### config.mk
export PLATFORM = sky130hd
export DESIGN_NAME = pmx_pad_ctrl
export DESIGN_NICKNAME = d
export VERILOG_FILES = /design/src/pmx_top_unused_guard.v /design/src/pmx_clk_mux.v /design/src/pmx_pad_ctrl.v /design/src/pmx_sync.v
export VERILOG_INCLUDE_DIRS = /design/src /design/src/inc
export SDC_FILE = /design/constraint.sdc
export NUM_CORES = 1
export LEC_CHECK = 0
export ABC_AREA = 0
export BUFFER_PORTS_ARGS = -buffer_cell sky130_fd_sc_hd__buf_2
export CAP_MARGIN = 30
export CORE_MARGIN = 3
export CORE_UTILIZATION = 46
export DETAILED_ROUTE_END_ITERATION = 10
export PLACE_DENSITY = 0.81
export RECOVER_POWER = 50
export SYNTH_ARGS = -nofsm -noshare
export SYNTH_HDL_FRONTEND = slang
export SYNTH_SLANG_ARGS = --single-unit
### constraint.sdc
create_clock -name clk_i -period 2.2 [get_ports clk_i]
set_input_delay 0.33 -clock clk_i [delete_from_list [all_inputs] [get_ports clk_i]]
set_output_delay 0.33 -clock clk_i [all_outputs]
set_load 0.05 [all_outputs]
### src/inc/pmx_defs.vh
// Register map, field layout and codes for the pad mux block
`ifndef PMX_DEFS_VH
`define PMX_DEFS_VH

// Register indices; byte address is four times the index
`define PMX_IDX_CLK_MUX_CFG   12'h0453
`define PMX_IDX_FORCE_A       12'h0454
`define PMX_IDX_TEST_CTRL     12'h0455
`define PMX_IDX_RGMII_SLEW    12'h0456
`define PMX_IDX_LEVEL_STAT_A  12'h0457

// Reset values
`define PMX_RST_CLK_MUX_CFG   16'h0001
`define PMX_RST_FORCE_A       16'h0000
`define PMX_RST_TEST_CTRL     16'h0000
`define PMX_RST_RGMII_SLEW    16'h0108

// Writable bit masks, all else reads zero
`define PMX_WMASK_CLK_MUX_CFG 16'h003F
`define PMX_WMASK_FORCE_A     16'hFFFF
`define PMX_WMASK_TEST_CTRL   16'h3FFF
`define PMX_WMASK_RGMII_SLEW  16'h03FF

// Clock mux config fields
`define PMX_FUNC_LSB          0
`define PMX_SRC_LSB           3

// Test control fields
`define PMX_FORCE_B_LSB       0
`define PMX_OVR_BIT           4
`define PMX_DIR_BIT           5
`define PMX_PULL_OVR_BIT      6
`define PMX_PULL_LSB          7
`define PMX_CLK_SLEW_LSB      9

// RGMII slew field
`define PMX_RGMII_SLEW_LSB    5

// Clock source codes
`define PMX_SRC_XTAL          3'h0
`define PMX_SRC_FAST_A        3'h3
`define PMX_SRC_FAST_B        3'h4

// Clock pad function codes
`define PMX_FN_ACT_LED        3'h0
`define PMX_FN_CLOCK          3'h1
`define PMX_FN_DATA_MATCH     3'h2
`define PMX_FN_UNDERVOLT      3'h3
`define PMX_FN_HIGH           3'h7

// Pad positions
`define PMX_PAD_CLOCK         2
`define PMX_NUM_PADS          20
`define PMX_STAT_PADS         16

`endif

### src/pmx_top_unused_guard.v
// Holds no logic; the pad block lives in pmx_pad_ctrl.v
### src/pmx_clk_mux.v
// Source and function selection for the clock output pad
`include "pmx_defs.vh"
`default_nettype none

module pmx_clk_mux (
    input  wire [2:0] src_sel_i,
    input  wire [2:0] func_sel_i,
    input  wire       xtal_clk_i,
    input  wire       fast_clk_i,
    input  wire       act_led_i,
    input  wire       data_match_i,
    input  wire       undervolt_i,
    output reg        pad_value_o
);

    reg sel_clk;

    // Clock source; reserved codes park the line low
    always @* begin
        case (src_sel_i)
            `PMX_SRC_XTAL:   sel_clk = xtal_clk_i;
            `PMX_SRC_FAST_A: sel_clk = fast_clk_i;
            `PMX_SRC_FAST_B: sel_clk = fast_clk_i;
            default:         sel_clk = 1'b0;
        endcase
    end

    // Pad function; the three unused codes give constant low
    always @* begin
        case (func_sel_i)
            `PMX_FN_ACT_LED:    pad_value_o = act_led_i;
            `PMX_FN_CLOCK:      pad_value_o = sel_clk;
            `PMX_FN_DATA_MATCH: pad_value_o = data_match_i;
            `PMX_FN_UNDERVOLT:  pad_value_o = undervolt_i;
            `PMX_FN_HIGH:       pad_value_o = 1'b1;
            default:            pad_value_o = 1'b0;
        endcase
    end

endmodule

`default_nettype wire

### src/pmx_pad_ctrl.v
// Pad mux, IO test override and its Wishbone register file
//
// Register words, 16 bits in the low half of each bus word:
//   0x453  clock_pad_mux_config: pad function and clock source
//   0x454  pad_force_value_a: forced values, positions 0 to 15
//   0x455  pad_test_control: forced values 16 to 19, override,
//          direction, pull override, pull code, clock pad slew
//   0x456  rgmii_pad_slew_control: bits 4:0 held, no effect
//   0x457  pad_level_status_a: sampled levels, read only
//
// Pad positions, shared by forced values and status:
//   0      LED0 output
//   1      LED1 output
//   2      clock output pad, fed by the clock mux
//   3      interrupt output
//   4, 5   no pad; outputs exist but go nowhere
//   6      inhibit pad
//   7      RGMII transmit clock
//   8      RGMII transmit control
//   9-12   RGMII transmit data 0 to 3
//   13     RGMII receive clock
//   14     RGMII receive control
//   15     RGMII receive data 0
//   16-18  RGMII receive data 1 to 3
//   19     strap pad
//
// Limitations: status covers positions 0 to 15 only; override
// and pull override act on all 20 positions at once, with no
// per-pad selection.
//
// Clock paths reach the clock pad through gates only; sampling
// them on the block clock would destroy the clock.
//
// Functional notes
// - Clock source 000 gives crystal clock, 011 and 100 fast clock.
// - Clock pad function: LED, clock, match, undervoltage, low, high.
// - Override with direction 0 drives each pad at its forced value.
// - First forced-value register covers pads 0 to 15 in order.
// - Second forced-value field covers receive data 1 to 3, strap.
// - Override bit takes direction and value away from functional logic.
// - Direction bit acts only under override: 0 output, 1 input.
// - Pull override applies the test pull setting to every pad.
// - Test pull: none, up, down, or both up and down.
// - Clock pad slew field is passed to the pad cell.
// - RGMII slew field is passed to the RGMII pad cells.
// - Override with direction 1 lets status read sampled pad levels.
//
// Local design decision: register access over Wishbone.
`include "pmx_defs.vh"
`default_nettype none

module pmx_pad_ctrl #(
    parameter NPADS = `PMX_NUM_PADS,
    parameter AW    = 14
) (
    input  wire             clk_i,
    input  wire             rst_i,
    // Wishbone classic slave
    input  wire             cyc_i,
    input  wire             stb_i,
    input  wire             we_i,
    input  wire [AW-1:0]    adr_i,
    input  wire [3:0]       sel_i,
    input  wire [31:0]      dat_i,
    output reg  [31:0]      dat_o,
    output reg              ack_o,
    // Sources for the clock output pad
    input  wire             xtal_clk_i,
    input  wire             fast_clk_i,
    input  wire             act_led_i,
    input  wire             data_match_i,
    input  wire             undervolt_i,
    // Functional pad control
    input  wire [NPADS-1:0] func_out_i,
    input  wire [NPADS-1:0] func_oe_i,
    input  wire [NPADS-1:0] func_pu_i,
    input  wire [NPADS-1:0] func_pd_i,
    // Pad cells
    input  wire [NPADS-1:0] pad_in_i,
    output wire [NPADS-1:0] pad_out_o,
    output wire [NPADS-1:0] pad_oe_o,
    output wire [NPADS-1:0] pad_pu_o,
    output wire [NPADS-1:0] pad_pd_o,
    output wire [4:0]       clk_pad_slew_o,
    output wire [4:0]       rgmii_pad_slew_o
);

    localparam SP = `PMX_STAT_PADS;

    // Stored registers
    // Each has a next value and a flop of its own
    reg  [15:0] clk_mux_cfg_q;
    reg  [15:0] clk_mux_cfg_d;
    reg  [15:0] force_a_q;
    reg  [15:0] force_a_d;
    reg  [15:0] test_ctrl_q;
    reg  [15:0] test_ctrl_d;
    reg  [15:0] rgmii_slew_q;
    reg  [15:0] rgmii_slew_d;
    reg  [15:0] level_stat_q;
    reg  [15:0] level_stat_d;

    // Bus decode
    wire [11:0] reg_idx;
    wire        req;
    wire        wr_stb;
    wire        wr_mux;
    wire        wr_fa;
    wire        wr_tc;
    wire        wr_rs;
    wire [15:0] wmask_sel;
    wire        hit_mux;
    wire        hit_fa;
    wire        hit_tc;
    wire        hit_rs;
    wire        hit_st;
    reg  [15:0] rd_val;

    // Pad control fields
    wire        ovr;
    wire        dir_in;
    wire        pull_ovr;
    wire [1:0]  pull_sel;
    wire [NPADS-1:0] frc_val;
    wire [NPADS-1:0] fn_out;
    wire        clk_pad_val;
    wire [SP-1:0]    pad_sync;

    // Index taken from the word address; low two bits ignored
    assign reg_idx = adr_i[13:2];
    assign req     = cyc_i & stb_i & ~ack_o;
    assign wr_stb  = req & we_i;
    assign hit_mux = (reg_idx == `PMX_IDX_CLK_MUX_CFG);
    assign hit_fa  = (reg_idx == `PMX_IDX_FORCE_A);
    assign hit_tc  = (reg_idx == `PMX_IDX_TEST_CTRL);
    assign hit_rs  = (reg_idx == `PMX_IDX_RGMII_SLEW);
    assign hit_st  = (reg_idx == `PMX_IDX_LEVEL_STAT_A);

    // Byte lanes 0 and 1 carry the 16-bit register
    assign wmask_sel = {{8{sel_i[1]}}, {8{sel_i[0]}}};

    // Field extraction
    assign ovr      = test_ctrl_q[`PMX_OVR_BIT];
    assign dir_in   = test_ctrl_q[`PMX_DIR_BIT];
    assign pull_ovr = test_ctrl_q[`PMX_PULL_OVR_BIT];
    assign pull_sel = test_ctrl_q[`PMX_PULL_LSB +: 2];

    // Slew fields go straight to the pad cells
    // Unlisted codes pass unchanged; the pad cell decides
    assign clk_pad_slew_o   = test_ctrl_q[`PMX_CLK_SLEW_LSB +: 5];
    assign rgmii_pad_slew_o =
        rgmii_slew_q[`PMX_RGMII_SLEW_LSB +: 5];

    // Forced values: pads 0..15 then receive data 1..3 and strap
    // Lower sixteen follow the same order as the status bits
    assign frc_val = {test_ctrl_q[`PMX_FORCE_B_LSB +: 4],
                      force_a_q};

    // One write strobe per writable register; status has none
    assign wr_mux = wr_stb & hit_mux;
    assign wr_fa  = wr_stb & hit_fa;
    assign wr_tc  = wr_stb & hit_tc;
    assign wr_rs  = wr_stb & hit_rs;

    // Clock mux config next value; mask keeps bits 15:6 at zero
    always @* begin
        clk_mux_cfg_d = clk_mux_cfg_q;
        if (wr_mux) begin
            clk_mux_cfg_d = ((clk_mux_cfg_q & ~wmask_sel) |
                             (dat_i[15:0] & wmask_sel)) &
                            `PMX_WMASK_CLK_MUX_CFG;
        end
    end

    // Clock mux config storage; reset routes the crystal clock
    always @(posedge clk_i) begin
        if (rst_i) begin
            clk_mux_cfg_q <= `PMX_RST_CLK_MUX_CFG;
        end else begin
            clk_mux_cfg_q <= clk_mux_cfg_d;
        end
    end

    // Forced values next value; every bit writable
    always @* begin
        force_a_d = force_a_q;
        if (wr_fa) begin
            force_a_d = ((force_a_q & ~wmask_sel) |
                         (dat_i[15:0] & wmask_sel)) &
                        `PMX_WMASK_FORCE_A;
        end
    end

    // Forced values storage; reset forces nothing until override
    always @(posedge clk_i) begin
        if (rst_i) begin
            force_a_q <= `PMX_RST_FORCE_A;
        end else begin
            force_a_q <= force_a_d;
        end
    end

    // Test control next value; bits 15:14 read zero
    always @* begin
        test_ctrl_d = test_ctrl_q;
        if (wr_tc) begin
            test_ctrl_d = ((test_ctrl_q & ~wmask_sel) |
                           (dat_i[15:0] & wmask_sel)) &
                          `PMX_WMASK_TEST_CTRL;
        end
    end

    // Test control storage; reset leaves override and pulls off
    always @(posedge clk_i) begin
        if (rst_i) begin
            test_ctrl_q <= `PMX_RST_TEST_CTRL;
        end else begin
            test_ctrl_q <= test_ctrl_d;
        end
    end

    // RGMII slew next value; bits 15:10 read zero
    always @* begin
        rgmii_slew_d = rgmii_slew_q;
        if (wr_rs) begin
            rgmii_slew_d = ((rgmii_slew_q & ~wmask_sel) |
                            (dat_i[15:0] & wmask_sel)) &
                           `PMX_WMASK_RGMII_SLEW;
        end
    end

    // RGMII slew storage; reset picks the default pad slew
    always @(posedge clk_i) begin
        if (rst_i) begin
            rgmii_slew_q <= `PMX_RST_RGMII_SLEW;
        end else begin
            rgmii_slew_q <= rgmii_slew_d;
        end
    end

    // Pad levels pass two flops before anything reads them
    // Upper four levels are never read, so they are not synchronised
    pmx_sync #(
        .WIDTH (SP)
    ) u_sync (
        .clk_i   (clk_i),
        .rst_i   (rst_i),
        .async_i (pad_in_i[SP-1:0]),
        .sync_o  (pad_sync)
    );

    // Status shows sampled levels only in override input mode
    // Otherwise zero, so a pad the block drives is never mistaken
    // for an external level
    always @* begin
        if (ovr && dir_in) begin
            level_stat_d = pad_sync;
        end else begin
            level_stat_d = 16'h0000;
        end
    end

    // Status flop; adds one cycle after the synchroniser
    // Pad change to status: three edges in all
    always @(posedge clk_i) begin
        if (rst_i) begin
            level_stat_q <= 16'h0000;
        end else begin
            level_stat_q <= level_stat_d;
        end
    end

    // Clock pad source and function
    pmx_clk_mux u_clk_mux (
        .src_sel_i    (clk_mux_cfg_q[`PMX_SRC_LSB +: 3]),
        .func_sel_i   (clk_mux_cfg_q[`PMX_FUNC_LSB +: 3]),
        .xtal_clk_i   (xtal_clk_i),
        .fast_clk_i   (fast_clk_i),
        .act_led_i    (act_led_i),
        .data_match_i (data_match_i),
        .undervolt_i  (undervolt_i),
        .pad_value_o  (clk_pad_val)
    );

    // Per-pad override; kept combinational so a routed clock is
    // not resampled on the way to the pad
    genvar gi;
    generate
        for (gi = 0; gi < NPADS; gi = gi + 1) begin : g_pad
            // Clock pad takes the mux output, others their own value
            if (gi == `PMX_PAD_CLOCK) begin : g_clk
                assign fn_out[gi] = clk_pad_val;
            end else begin : g_plain
                assign fn_out[gi] = func_out_i[gi];
            end
            // Test value replaces the functional value
            assign pad_out_o[gi] = ovr ? frc_val[gi]
                                       : fn_out[gi];
            // Direction 0 drives, 1 releases the pad
            assign pad_oe_o[gi]  = ovr ? ~dir_in
                                       : func_oe_i[gi];
            // Pull code bit 0 is up, bit 1 is down
            assign pad_pu_o[gi]  = pull_ovr ? pull_sel[0]
                                            : func_pu_i[gi];
            assign pad_pd_o[gi]  = pull_ovr ? pull_sel[1]
                                            : func_pd_i[gi];
        end
    endgenerate

    // Read mux; unmapped addresses read zero
    // Status word is already zero outside override input mode
    always @* begin
        rd_val = 16'h0000;
        if (hit_mux) begin
            rd_val = clk_mux_cfg_q;
        end
        if (hit_fa) begin
            rd_val = force_a_q;
        end
        if (hit_tc) begin
            rd_val = test_ctrl_q;
        end
        if (hit_rs) begin
            rd_val = rgmii_slew_q;
        end
        if (hit_st) begin
            rd_val = level_stat_q;
        end
    end

    // Single wait state: a request taken at one edge is acked at
    // that edge, and the master sees ack at the next; ack drops in
    // the following cycle and req is blocked while ack is high, so
    // a held strobe is never taken twice. Writes land at the ack
    // edge. Unmapped accesses are acked too, reading zero, so a
    // stray access never hangs the bus.
    always @(posedge clk_i) begin
        if (rst_i) begin
            ack_o <= 1'b0;
            dat_o <= 32'h0000_0000;
        end else begin
            ack_o <= req;
            if (req && !we_i) begin
                dat_o <= {16'h0000, rd_val};
            end
        end
    end

endmodule

`default_nettype wire

### src/pmx_sync.v
// Two flip-flop synchroniser bank for asynchronous pad levels
`default_nettype none

module pmx_sync #(
    parameter WIDTH = 16
) (
    input  wire             clk_i,
    input  wire             rst_i,
    input  wire [WIDTH-1:0] async_i,
    output reg  [WIDTH-1:0] sync_o
);

    // First stage feeds only the second stage
    reg [WIDTH-1:0] meta_q;

    // Plain double flop, cleared on reset
    always @(posedge clk_i) begin
        if (rst_i) begin
            meta_q <= {WIDTH{1'b0}};
            sync_o <= {WIDTH{1'b0}};
        end else begin
            meta_q <= async_i;
            sync_o <= meta_q;
        end
    end

endmodule

`default_nettype wire

==> metrics.txt <==
Static Leakage=about 3.3 nW; final net count=1002; vias per cell=5.18; CP endpoint kind=output pin; Crit path max-delay family=flip-flops; GRT overflow=0; Final ANT Viol Nets=0; Die Y=114 microns; fin crit period=approximately 2.1 ns; share of the synthesized area in the top cell type=0.412; RSZ-0062 raised after global routing=no; Skew-Pair Late Insertion Delay=0.34 ns; status=finished, final reports clean; Yosys cell types=53; clock tree root driver cell=clkbuf_16; Final Hold Viols=0; Design Area, Final=6880 sq um; register bit total from synthesis=111; first-pass GRT wire length=approximately 25000 microns; Hold Path Sink=u_sync.meta_q[12]; I/O pin count=283; CP Class=flop to output pin; met3 wire len=roughly 1300 microns; worst vdd ir=0.564 mV; Slew Limit Fails=0; max layer used=met5; mean post-synth cell area=8.69 sq um; largest net degree at the start of global routing=34; Detailed Place HPWL=12500 microns; Tcrit/Tclk final=0.949; post-synthesis sequential area ratio=0.412; Die W=114 microns; die area=13000 sq um; Slew @ Worst Pin=~0.86 ns; startpoint types=flop; TritonCTS Buffers=9; core area=11100 sq um; H-tree Lvls=3; Netlist Area Pre-Place=~5400 sq um; Placed Instance Area=6650 sq um; Critical Path Max Stage Delay=0.59 ns; most numerous cell in the Yosys netlist=dfxtp_1; Data required, critical path=1.87 ns; CP Buf/Inv Count=2; Area contributors post-synth=dfxtp_1, mux2i_1, o21ai_0; DRT Pass-1 Iters=8; final setup fails=0; DR iter-0 viols=around 480; metal1 wirelength=6580 microns; DR WL/cell=16.4 microns; Post-CTS Repair Setup Buffers=0; Slew HR=0.430; worst hold start=pad_in_i[12]; met2 WL=7980 microns; Slowest cell on crit path=dfxtp_2; FFs w/ async S/R, synth=0; area leader, netlist=dfxtp_1; Layout area overhead=27.7%; total clock sinks=approximately 110; Initial Util=0.484; FF-to-FF Start=ack_o; fmax=~0.48 GHz; cell chain of the critical path=buf_4, mux2_2, buf_2; n_diodes=0; vias in the first global route=4822; arrival time worst endpoint=1.76 ns; maxcap violations=0; number of port buffers=approximately 240; Longest Clk Path Bufs=2; DR vias=5109; num rows=38; critical path fanouts, max=17; CTS tree=built; setup_tns=0 ns; initial antenna violation count=1; Worst Reg-to-Reg Cells=5; share of cells above drive strength 1=0.346; YS warnings=0; Hold Path Depth=2; routability cong.=0.915; Tot GR Track Use=0.237; # DRC=0; PwrDens=around 650 nW/um^2; hold_buf cts=0; final wirelength=16200 microns; most instantiated cells after synthesis=dfxtp_1, o21ai_0, inv_1, nand2_1, mux2i_1; EDFF count, synth=0; Worst Clk Skew=between 0.007 and 0.008 ns; Post-Synthesis Cells=between 600 and 700; R2R setup slack=0.26 ns; HP Class=input port to flop; most common flop cell mapped by yosys=dfxtp_1; clk slew on worst S/H paths=0.07 ns
cell type report:
class / instances / area (sq um)
repair buffers: 262 / 1340
well taps: 140 / 175
clock inverters: 6 / 68.8
inverters: 64 / 240
clock buffers: 10 / 229
fillers: 1012 / 4250
flip-flops and latches: 111 / 2220
multi-input cells: 394 / 2600
routing by layer:
metal | track usage | vias to the layer above
li1 | - | 2495
met1 | 0.292 | 2345
met2 | 0.413 | 235
met3 | 0.0481 | 32
met4 | 0.0768 | 2
met5 | 0 | -
cell families after synthesis:
logic type,count (synthesis),synth area share
other,1,0.000696
multiplexers,71,0.138
flip-flops,111,0.412
buffers and inverters,130,0.111
AND/OR/NAND/NOR,184,0.200
AO/OA/AOI/OAI,123,0.138
through the flow:
stage | worst slack, ns | total power [mW] | utilization | std cells | hold slack (ns)
finish | 0.113 | 4.45 | 0.618 | 987 | 0.196
global route | 0.0256 | 4.60 | 0.618 | 987 | 0.195
CTS | 0.0130 | 4.48 | 0.625 | 987 | 0.189
detailed placement | 0.216 | 2.88 | 0.598 | 971 | 0.410
global placement | 0.262 | 2.88 | 0.598 | 971 | 0.407
floorplan | 0.106 | 2.64 | - | 635 | 0.406
worst reg2reg max path: cells and delay by family, from the launching register on:
kind | cells | cell delay (ns)
muxes | 1 | 0.26
and+or+nand+nor | 3 | 0.83
buffers and inverters | 1 | 0.44
DFF | 1 | 0.34
what timing repair did:
item	CTS	global route
setup endpoints to repair	2	44
gates resized for setup	2	2
cloned	0	0
worst max-delay path by stage:
stage / from / endpoint / cells past startpoint
4_1_cts: flop / pad_oe_o[12] / 3
2_1_floorplan: flop / pad_oe_o[0] / 3
3_3_place_gp: adr_i[11] / flop / 6
5_1_grt: flop / pad_oe_o[6] / 4
3_5_place_dp: adr_i[11] / flop / 6
6_report: flop / pad_out_o[10] / 3
placed cells by master, fill, tap and decap left out, drive strengths merged, types with 2 or more instances in the layout:
master / n
a211oi: 2
a21oi: 9
a22o: 2
a311oi: 2
a31o: 10
a31oi: 5
a32oi: 6
and2: 19
and3: 3
buf: 229
clkbuf: 43
clkinv: 2
conb: 16
dfxtp: 111
inv: 66
mux2: 25
mux2i: 46
nand2: 63
nand2b: 5
nand3: 14
nand4: 6
nor2: 9
nor2b: 36
nor3: 13
nor3b: 2
nor4: 3
o2111ai: 2
o21ai: 70
o22ai: 7
o31ai: 3
o32ai: 3
power by group:
part / total, mW / internal (mW) / switching [mW]
Clock: 1.62 / 0.892 / 0.724
Sequential: 2.05 / 2.04 / 0.00669
Combinational: 0.787 / 0.222 / 0.565
Total: 4.45 / 3.15 / 1.30
Power figures use the tool's default switching activity.
